[src/verilog/hs_pkg.sv]
// Package: constants and types for the servo homing sequencer
package hs_pkg;
  // ----------------------------------------------------------------
  // Object indices and subindices
  // ----------------------------------------------------------------
  localparam logic [15:0] HS_IDX_STALL_THRESH = 16'h3049;
  localparam logic [15:0] HS_IDX_STALL_DWELL = 16'h304a;
  localparam logic [15:0] HS_IDX_SPEEDS = 16'h6099;
  localparam logic [15:0] HS_IDX_ACCEL = 16'h609a;
  localparam logic [15:0] HS_IDX_OFFSET = 16'h607c;
  localparam logic [15:0] HS_IDX_METHOD = 16'h6098;
  localparam logic [15:0] HS_IDX_STATUS = 16'h6041;
  localparam logic [7:0] HS_SUB_MAIN = 8'h00;
  localparam logic [7:0] HS_SUB_FAST = 8'h01;
  localparam logic [7:0] HS_SUB_SLOW = 8'h02;
  // ----------------------------------------------------------------
  // Reset values
  // ----------------------------------------------------------------
  localparam logic [15:0] HS_RST_STALL_THRESH = 16'h0014;
  localparam logic [15:0] HS_RST_STALL_DWELL = 16'h0064;
  localparam logic [31:0] HS_RST_FAST = 32'h0000_1388;
  localparam logic [31:0] HS_RST_SLOW = 32'h0000_0064;
  localparam logic [31:0] HS_RST_ACCEL = 32'h0001_86a0;
  localparam logic [31:0] HS_RST_OFFSET = 32'h0000_0000;
  localparam logic [7:0] HS_RST_METHOD = 8'h01;
  // ----------------------------------------------------------------
  // Control and status word bit positions
  // ----------------------------------------------------------------
  localparam int HS_CW_START = 4;
  localparam int HS_CW_HALT = 8;
  localparam int HS_SW_REACHED = 10;
  localparam int HS_SW_ATTAINED = 12;
  localparam int HS_SW_ERROR = 13;
  // ----------------------------------------------------------------
  // Timing: dwell step of 0.125 ms at a 100 ns clock
  // ----------------------------------------------------------------
  localparam int HS_CLK_PERIOD_NS = 100;
  localparam int HS_DWELL_STEP_NS = 125000;
  localparam int HS_DWELL_STEP_CYC = HS_DWELL_STEP_NS / HS_CLK_PERIOD_NS;
  // Switch selectors inside a move phase
  localparam logic [1:0] HS_SEL_NEG = 2'h0;
  localparam logic [1:0] HS_SEL_POS = 2'h1;
  localparam logic [1:0] HS_SEL_HOME = 2'h2;
  // ----------------------------------------------------------------
  // Types
  // ----------------------------------------------------------------
  typedef enum logic [1:0] {
    HS_IDLE = 2'b00,
    HS_SEEK = 2'b01,
    HS_STOP = 2'b10,
    HS_DONE = 2'b11
  } hs_state_t;
  // One move phase: where to go and which event ends it
  typedef struct packed {
    logic dir_pos;   // 1 = positive direction
    logic fast;      // Use switch search speed
    logic rise;      // Switch edge wanted: 1 rising, 0 falling
    logic index;     // End on first index pulse after the edge
    logic stall;     // End on torque stall instead of a switch
    logic pre_arm;   // Index may end the phase at once
    logic [1:0] sel; // Which switch is watched
  } hs_phase_t;
  // Switch inputs: negative limit, positive limit, home, index
  typedef struct packed {
    logic idx;
    logic home;
    logic pos;
    logic neg;
  } hs_sw_t;
  // Axis command to the motion profile generator
  typedef struct packed {
    logic en;
    logic dir_pos;
    logic [31:0] speed;
    logic [31:0] accel;
  } hs_move_t;
endpackage

[src/verilog/hs_sequencer.sv]
// Homing sequencer: method planning, switch/stall events, object registers
// Function
// - Fast search speed, slow zero speed held
// - One acceleration for every homing ramp
// - Stall needs torque at or above threshold
// - Stall only after dwell in 0.125ms steps
// - Stall: -4/-3 reverse to index; -2/-1 origin
// - Method 1 clear: fast negative, back slow
// - Method 1 set: slow positive to index
// - Method 2 clear: fast positive, back slow
// - Method 2 set: slow negative to index
// - Method 3 clear: fast positive, back slow
// - Method 3 set: slow negative to index
// - Method 4 clear: slow positive to index
// - Method 4 set: fast negative, back slow
// - Start bit edges start/interrupt; halt stops axis
// - Status bits: attained, error, target reached
// - Load position with home offset at origin
`timescale 1ns/1ps
`default_nettype none
module hs_sequencer (
  // Clock and reset
  input wire logic clk,
  input wire logic rst_b,
  // Control word from the fieldbus master
  input wire logic [15:0] control_word,
  // Object dictionary access
  input wire logic od_wr,
  input wire logic [15:0] od_index,
  input wire logic [7:0] od_sub,
  input wire logic [31:0] od_wdata,
  output logic [31:0] od_rdata,
  // Switch and encoder pins (asynchronous)
  input wire hs_pkg::hs_sw_t sw_pins,
  // Drive feedback on this clock
  input wire logic [15:0] torque_pct,
  input wire logic motion_stopped,
  // Outputs
  output hs_pkg::hs_move_t move_cmd,
  output logic pos_load,
  output logic [31:0] pos_load_value,
  output logic [15:0] status_word
);
  import hs_pkg::*;

  localparam logic [10:0] TICK_LAST = 11'(HS_DWELL_STEP_CYC - 1);

  // All state of the block
  typedef struct packed {
    logic [2:0][3:0] sync;   // Three-stage synchronisers, stage 0 first
    logic [3:0] stable;      // Agreed switch levels
    hs_state_t state;
    hs_phase_t cur;          // Phase being run
    hs_phase_t nxt;          // Phase to run after it
    logic have_nxt;
    logic armed;             // Switch edge seen, waiting for index
    logic [10:0] tick_cnt;   // Dwell step divider
    logic [15:0] dwell_cnt;  // Steps the torque has held
    logic cw_start_d;        // Previous start bit
    logic attained;
    logic error;
    logic pos_load;
    logic [15:0] stall_torque_threshold;
    logic [15:0] stall_dwell_time;
    logic [31:0] homing_fast_search_speed;
    logic [31:0] homing_slow_zero_speed;
    logic [31:0] homing_ramp_acceleration;
    logic [31:0] home_offset;
    logic [7:0] homing_method;
    logic [31:0] rdata;
  } hs_regs_t;

  localparam hs_regs_t HS_RESET = '{
    state: HS_IDLE,
    stall_torque_threshold: HS_RST_STALL_THRESH,
    stall_dwell_time: HS_RST_STALL_DWELL,
    homing_fast_search_speed: HS_RST_FAST,
    homing_slow_zero_speed: HS_RST_SLOW,
    homing_ramp_acceleration: HS_RST_ACCEL,
    home_offset: HS_RST_OFFSET,
    homing_method: HS_RST_METHOD,
    default: '0
  };

  hs_regs_t s;
  hs_regs_t next_s;

  // ----------------------------------------------------------------
  // Phase builder
  // ----------------------------------------------------------------
  // Packs one phase description; keeps the method table readable
  function automatic hs_phase_t ph(input logic dir_pos, input logic fast,
                                   input logic rise, input logic index,
                                   input logic stall, input logic pre_arm,
                                   input logic [1:0] sel);
    ph = '{dir_pos: dir_pos, fast: fast, rise: rise, index: index,
           stall: stall, pre_arm: pre_arm, sel: sel};
  endfunction

  // ----------------------------------------------------------------
  // Next-state logic
  // ----------------------------------------------------------------
  logic [3:0] rise_ev;     // One-cycle switch rise events
  logic [3:0] fall_ev;     // One-cycle switch fall events
  logic edge_hit;          // Wanted edge on the watched switch
  logic stall_hit;         // Torque has stalled long enough
  logic phase_end;         // Current phase reached its event
  logic start_req;         // 0 -> 1 of the start bit
  logic halt;

  always_comb begin
    next_s = s;
    next_s.pos_load = 1'b0;
    halt = control_word[HS_CW_HALT];
    start_req = control_word[HS_CW_START] & ~s.cw_start_d;
    next_s.cw_start_d = control_word[HS_CW_START];

    // Synchronisers; a change counts once stages 1 and 2 agree
    next_s.sync[0] = sw_pins;
    next_s.sync[1] = s.sync[0];
    next_s.sync[2] = s.sync[1];
    for (int i = 0; i < 4; i++) begin
      rise_ev[i] = 1'b0;
      fall_ev[i] = 1'b0;
      if (s.sync[1][i] == s.sync[2][i]) begin
        // Edge flagged only against the held level, so once per change
        rise_ev[i] = s.sync[1][i] & ~s.stable[i];
        fall_ev[i] = ~s.sync[1][i] & s.stable[i];
        next_s.stable[i] = s.sync[1][i];
      end
    end

    // Dwell step divider: one enable per 0.125 ms
    if (s.tick_cnt == TICK_LAST) begin
      next_s.tick_cnt = '0;
    end else begin
      next_s.tick_cnt = s.tick_cnt + 11'h001;
    end

    // Stall filter counts steps while torque holds at threshold
    if (torque_pct < s.stall_torque_threshold || s.state != HS_SEEK) begin
      next_s.dwell_cnt = '0;
    end else if (s.tick_cnt == TICK_LAST && s.dwell_cnt != 16'hffff) begin
      next_s.dwell_cnt = s.dwell_cnt + 16'h0001;
    end
    stall_hit = torque_pct >= s.stall_torque_threshold &&
                s.dwell_cnt >= s.stall_dwell_time;

    // Event that ends the running phase
    edge_hit = s.cur.rise ? rise_ev[s.cur.sel] : fall_ev[s.cur.sel];
    if (s.cur.stall) begin
      phase_end = stall_hit;
    end else if (s.cur.index) begin
      // Index counts only after the switch edge armed the phase, or at once when pre_arm is set
      phase_end = (s.armed | s.cur.pre_arm) & rise_ev[3];
      if (edge_hit) begin
        next_s.armed = 1'b1;
      end
    end else begin
      phase_end = edge_hit;
    end

    // Sequencer
    case (s.state)
      HS_IDLE, HS_DONE: begin
        if (start_req) begin
          // Flags clear on every new run
          next_s.attained = 1'b0;
          next_s.error = 1'b0;
          next_s.armed = 1'b0;
          next_s.have_nxt = 1'b0;
          next_s.state = HS_SEEK;
          case (s.homing_method)
            8'h01: begin
              next_s.nxt = ph(1'b1, 1'b0, 1'b0, 1'b1, 1'b0, 1'b0, HS_SEL_NEG);
              if (!s.stable[0]) begin
                next_s.cur = ph(1'b0, 1'b1, 1'b1, 1'b0, 1'b0, 1'b0, HS_SEL_NEG);
                next_s.have_nxt = 1'b1;
              end else begin
                next_s.cur = next_s.nxt;
              end
            end
            8'h02: begin
              next_s.nxt = ph(1'b0, 1'b0, 1'b0, 1'b1, 1'b0, 1'b0, HS_SEL_POS);
              if (!s.stable[1]) begin
                next_s.cur = ph(1'b1, 1'b1, 1'b1, 1'b0, 1'b0, 1'b0, HS_SEL_POS);
                next_s.have_nxt = 1'b1;
              end else begin
                next_s.cur = next_s.nxt;
              end
            end
            8'h03: begin
              next_s.nxt = ph(1'b0, 1'b0, 1'b0, 1'b1, 1'b0, 1'b0, HS_SEL_HOME);
              if (!s.stable[2]) begin
                next_s.cur = ph(1'b1, 1'b1, 1'b1, 1'b1, 1'b0, 1'b0, HS_SEL_HOME);
                next_s.have_nxt = 1'b1;
              end else begin
                next_s.cur = next_s.nxt;
              end
            end
            8'h04: begin
              if (!s.stable[2]) begin
                next_s.cur = ph(1'b1, 1'b0, 1'b0, 1'b1, 1'b0, 1'b0, HS_SEL_HOME);
              end else begin
                next_s.cur = ph(1'b0, 1'b1, 1'b0, 1'b1, 1'b0, 1'b0, HS_SEL_HOME);
                next_s.nxt = ph(1'b1, 1'b0, 1'b1, 1'b1, 1'b0, 1'b0, HS_SEL_HOME);
                next_s.have_nxt = 1'b1;
              end
            end
            8'hfc, 8'hfd: begin
              // Run into the stop, then reverse slowly to the next index
              next_s.cur = ph(~s.homing_method[0], 1'b1, 1'b0, 1'b0, 1'b1, 1'b0, HS_SEL_HOME);
              next_s.nxt = ph(s.homing_method[0], 1'b0, 1'b0, 1'b1, 1'b0, 1'b1, HS_SEL_HOME);
              next_s.have_nxt = 1'b1;
            end
            8'hfe, 8'hff: begin
              // Stall point itself is the origin
              next_s.cur = ph(~s.homing_method[0], 1'b1, 1'b0, 1'b0, 1'b1, 1'b0, HS_SEL_HOME);
            end
            default: begin
              // Methods not served here report a homing error
              next_s.error = 1'b1;
              next_s.state = HS_IDLE;
            end
          endcase
        end
      end
      HS_SEEK: begin
        if (phase_end) begin
          if (s.have_nxt) begin
            next_s.cur = s.nxt;
            next_s.have_nxt = 1'b0;
            next_s.armed = 1'b0;
          end else begin
            next_s.state = HS_STOP;
          end
        end
      end
      HS_STOP: begin
        // Origin declared only once the axis is at rest
        if (motion_stopped && !halt) begin
          next_s.attained = 1'b1;
          next_s.pos_load = 1'b1;
          next_s.state = HS_DONE;
        end
      end
      default: begin
        next_s.state = HS_IDLE;
      end
    endcase

    // Falling start bit interrupts a run in progress
    if (!control_word[HS_CW_START] && s.cw_start_d &&
        (s.state == HS_SEEK || s.state == HS_STOP)) begin
      next_s.state = HS_IDLE;
      next_s.pos_load = 1'b0;
      // Rest reported on the abort edge must not leave a success flag behind
      next_s.attained = 1'b0;
    end

    // Object writes; the method code is a signed byte
    if (od_wr) begin
      if (od_index == HS_IDX_STALL_THRESH && od_sub == HS_SUB_MAIN) begin
        next_s.stall_torque_threshold = od_wdata[15:0];
      end else if (od_index == HS_IDX_STALL_DWELL && od_sub == HS_SUB_MAIN) begin
        next_s.stall_dwell_time = od_wdata[15:0];
      end else if (od_index == HS_IDX_SPEEDS && od_sub == HS_SUB_FAST) begin
        next_s.homing_fast_search_speed = od_wdata;
      end else if (od_index == HS_IDX_SPEEDS && od_sub == HS_SUB_SLOW) begin
        next_s.homing_slow_zero_speed = od_wdata;
      end else if (od_index == HS_IDX_ACCEL && od_sub == HS_SUB_MAIN) begin
        next_s.homing_ramp_acceleration = od_wdata;
      end else if (od_index == HS_IDX_OFFSET && od_sub == HS_SUB_MAIN) begin
        next_s.home_offset = od_wdata;
      end else if (od_index == HS_IDX_METHOD && od_sub == HS_SUB_MAIN) begin
        next_s.homing_method = od_wdata[7:0];
      end
    end

    // Read data registered; unknown objects read as zero
    if (od_index == HS_IDX_STALL_THRESH && od_sub == HS_SUB_MAIN) begin
      next_s.rdata = {16'h0000, s.stall_torque_threshold};
    end else if (od_index == HS_IDX_STALL_DWELL && od_sub == HS_SUB_MAIN) begin
      next_s.rdata = {16'h0000, s.stall_dwell_time};
    end else if (od_index == HS_IDX_SPEEDS && od_sub == HS_SUB_FAST) begin
      next_s.rdata = s.homing_fast_search_speed;
    end else if (od_index == HS_IDX_SPEEDS && od_sub == HS_SUB_SLOW) begin
      next_s.rdata = s.homing_slow_zero_speed;
    end else if (od_index == HS_IDX_ACCEL && od_sub == HS_SUB_MAIN) begin
      next_s.rdata = s.homing_ramp_acceleration;
    end else if (od_index == HS_IDX_OFFSET && od_sub == HS_SUB_MAIN) begin
      next_s.rdata = s.home_offset;
    end else if (od_index == HS_IDX_METHOD && od_sub == HS_SUB_MAIN) begin
      next_s.rdata = {{24{s.homing_method[7]}}, s.homing_method};
    end else if (od_index == HS_IDX_STATUS && od_sub == HS_SUB_MAIN) begin
      next_s.rdata = {16'h0000, status_word};
    end else begin
      next_s.rdata = '0;
    end
  end

  // ----------------------------------------------------------------
  // State register
  // ----------------------------------------------------------------
  always_ff @(posedge clk or negedge rst_b) begin
    if (!rst_b) begin
      s <= HS_RESET;
    end else begin
      s <= next_s;
    end
  end

  // ----------------------------------------------------------------
  // Outputs
  // ----------------------------------------------------------------
  // Halt drops the move request; the ramp uses the homing acceleration
  always_comb begin
    move_cmd.en = (s.state == HS_SEEK) && !halt;
    move_cmd.dir_pos = s.cur.dir_pos;
    move_cmd.speed = s.cur.fast ? s.homing_fast_search_speed
                                : s.homing_slow_zero_speed;
    move_cmd.accel = s.homing_ramp_acceleration;
    status_word = '0;
    status_word[HS_SW_ATTAINED] = s.attained;
    status_word[HS_SW_ERROR] = s.error;
    status_word[HS_SW_REACHED] = halt ? motion_stopped : s.attained;
  end

  assign pos_load = s.pos_load;
  assign pos_load_value = s.home_offset;
  assign od_rdata = s.rdata;
endmodule
`default_nettype wire

[config.mk]
export PLATFORM = sky130hd
export DESIGN_NAME = hs_sequencer
export DESIGN_NICKNAME = d
export VERILOG_FILES = /design/src/verilog/hs_pkg.sv /design/src/verilog/hs_sequencer.sv
export SDC_FILE = /design/constraint.sdc
export NUM_CORES = 1
export LEC_CHECK = 0
export ABC_AREA = 1
export ABC_CLOCK_PERIOD_IN_PS = 5640
export BUFFER_PORTS_ARGS = -buffer_cell sky130_fd_sc_hd__buf_2
export CAP_MARGIN = 15
export CORE_MARGIN = 1.5
export CORE_UTILIZATION = 55
export DETAILED_ROUTE_END_ITERATION = 8
export PLACE_DENSITY_LB_ADDON = 0.3
export RECOVER_POWER = 50
export SLEW_MARGIN = 20
export SYNTH_ARGS = -nofsm -noshare
export SYNTH_HDL_FRONTEND = slang
export SYNTH_SLANG_ARGS = --single-unit
[constraint.sdc]
create_clock -name clk -period 5.64 [get_ports clk]
set_input_delay 0.564 -clock clk [delete_from_list [all_inputs] [get_ports clk]]
set_output_delay 0.564 -clock clk [all_outputs]
set_load 0.02 [all_outputs]
==> reports/metrics.yaml <==
status:
  outcome: "complete, but fails checks"
  violations: "capacitance limit, slew limit"
pwr:
  power_density_nw_per_um2: 278
  p_total_mw: 4.33
  ir_drop_v: 0.000216
  p_leak_nw: 7.80
hold_path:
  hold_path_class: "primary input to flip-flop"
  min_to: "next_s[260]"
  hold_start: "sw_pins[1]"
  whs_path_depth: 1
cts:
  clock_sinks: 265
  tritoncts: "yes"
  cts_resized: 0
  clk_latency_ns: 0.55
  h-tree-depth: 1
  root_buffer: "clkbuf_16"
  cts.path.max_buffers: 3
  cts.clk_slew.worst_paths_ns: 0.06
  cts_buffers: 29
synth:
  syn_area_um2: 14200
  synth_edf_count: 0
  yosysSeqAreaShare_pct: 46.9
  syn_inst: 1741
  synth_mux_area_share_pct: 2.58
  yosysWarnings: 0
  synth_cell_types: 46
  yosys.area_share.adder_pct: 3.26
  synth_flop_cell: "dfrtp_1"
  synthXorXnorAreaFrac_pct: 0.493
  synth_compound_area_share_pct: 12.9
  yosys.area_share.simple_pct: 19.6
  synth_top_family_by_area: "simple AND/OR/NAND/NOR gates"
  syn-mean-instance-area_um2: 8.16
  ys_ff_latch: 265
  synthArstFlopShare_pct: 100
global_route:
  antenna_found_initial: 4
  overflow: 0
  grt_first_pass_wirelength_um: 59600
  grt.total_usage_pct: 28.5
  grt_pass1_vias: 11500
  grt_max_degree: 134
timing:
  min_period_ns: 3.79
  fin_crit_sh_pct: 67.1
  fmax_mhz: 264
  finClkSkew_ns: 0.0189
  finalSetupTns_ns: 0
  max_slew.worst_pin.slew_ns: 3.09
  setup_viol_count_final: 0
  holdWs_ns: 0.115
  finalMaxSlewViolations: 60
  hold_viol_final: 0
  rsz0062_at_grt: "false"
  max_slew_margin_pct: -106
detailed_routing:
  drt-pass1-iter-count: 8
  drt-initial-drc-count: 1006
  via_per_inst: 5.46
  vias: 12000
  drc_errors: 0
  wire_per_inst_um: 17.2
  antenna_left: 0
  drt-total-wl_um: 37600
final_layout:
  layout_common_cells: "387 x nand2_1, 244 x dfrtp_1, 221 x inv_1, 207 x o21ai_0, 129 x nor2_1"
  postLayoutCellArea_um2: 15600
  stdcell_count: 2189
  drive_gt1_share_pct: 12.1
  syn2layout_area_growth_pct: 9.77
  layout_commonest_cell: "nand2_1"
  layout.nets: 1968
critical_path:
  critPathKind: "primary input to async pin"
  critPathMaxStageDelay_ns: 2.17
  path_buf_inv: 4
  required_ns: 6.24
  regToRegEndpoint: "s[215]"
  reg2reg_depth: 9
  cp.arrival_ns: 4.38
  cp_slowest_cell: "clkbuf_1"
  crit_family: "buffers and inverters"
  worst-path-stages: 4
  crit_path_start_kind: "primary input"
  path_max_fanout: 83
  worstSetupEndpointType: "async pin"
  ff2ff_setup_slack_ns: 1.92
  timing.rr.start: "s[221]"
  path_cells: "dlygate4sd3_1 -> clkbuf_1 -> buf_16 -> buf_4"
floorplan:
  die_x_um: 164
  die_y_um: 164
  dieArea_um2: 26800
  start_util_pct: 56.2
  num_rows: 58
  core_area_um2: 25300
  pin_count: 243
placed_design:
  dp_cells: 2132
  place_hpwl_um: 25900
  port_buffers: 215
  globalplace.congestion: 0.918
  placed_cell_area_um2: 14600
job:
  drv_cap: 2
-- worst max-delay path by stage --
| stage | start | endpoint | slack [ns] |
|---|---|---|---|
| 2_1_floorplan | od_sub[3] | s[138] | 3.51 |
| 3_3_place_gp | od_sub[3] | s[186] | 2.14 |
| 3_5_place_dp | od_sub[3] | s[192] | 2.07 |
| 4_1_cts | s[199] | s[215] | 2.30 |
| 5_1_grt | rst_b | s[214] | 1.25 |
| 6_report | rst_b | s[191] | 1.85 |
-- metal layers --
metal	routed length, um	share of wire [%]	GRT usage [%]
met1	15300	41	37.4
met2	17800	47	46.6
met3	3190	8.5	6.17
met4	1210	3.2	10.2
met5	11	0.029	0
-- through the flow --
stage	util [%]	setup slack [ns]
after global routing	61.7	1.25
after CTS	62.1	2.30
after global placement	58.0	2.14
after floorplan	-	3.51
after detailed placement	58.0	2.07
final	61.7	1.85
-- flip-flops by register name, indices dropped and copies added, names as in the netlist --
register / flops
move_cmd: 33
next_s: 8
od_rdata: 32
pos_load: 1
pos_load_value: 32
s: 157
status_word: 2
-- Yosys cell counts, drive strengths merged, types with 15 or more instances --
cell type	number	share of area, %
nand3	59	2.1
dfrtp	245	43
nand4	31	1.5
dfstp	20	3.7
nor3	27	1.1
ha	37	3.3
o21ai	239	8.4
a21oi	61	2.2
buf	141	7.4
inv	223	5.9
nor2	133	3.6
o221ai	15	0.93
mux2i	22	1.6
clkbuf	33	0.89
nand2	391	11
-- cell type report --
class	instances	area, um2
clock inverter	13	219
sequential	265	6660
timing repair buffer	225	1050
inverter	225	847
fill	2252	9670
tap	330	413
antenna	2	5.00
clock buffer	40	827
multi-input combinational	1089	5570
-- repair_timing --
action | in CTS | in global routing
hold buffers | 0 | 1
buffers inserted | 0 | 0
setup endpoints to repair | 0 | 0
hold endpoints to repair | 0 | 44
-- kinds of logic (layout without fill, tap and decap cells) --
| family | Yosys count | count (layout) |
|---|---|---|
| other cells | 1 | 15 |
| flops | 265 | 265 |
| simple gates | 654 | 654 |
| compound gates | 342 | 342 |
| xor+xnor | 8 | 8 |
| mux | 35 | 35 |
| buf+inv | 399 | 503 |
| fa+ha+maj | 37 | 37 |
-- where the power goes --
part	internal [mW]	total, mW	leakage [nW]	switching (mW)
Clock	1.29	2.07	0.519	0.780
Combinational	0.0852	0.263	3.78	0.178
Sequential	1.93	1.99	3.50	0.0644
Total	3.31	4.33	7.80	1.02
(Power assumes the default switching activity.)
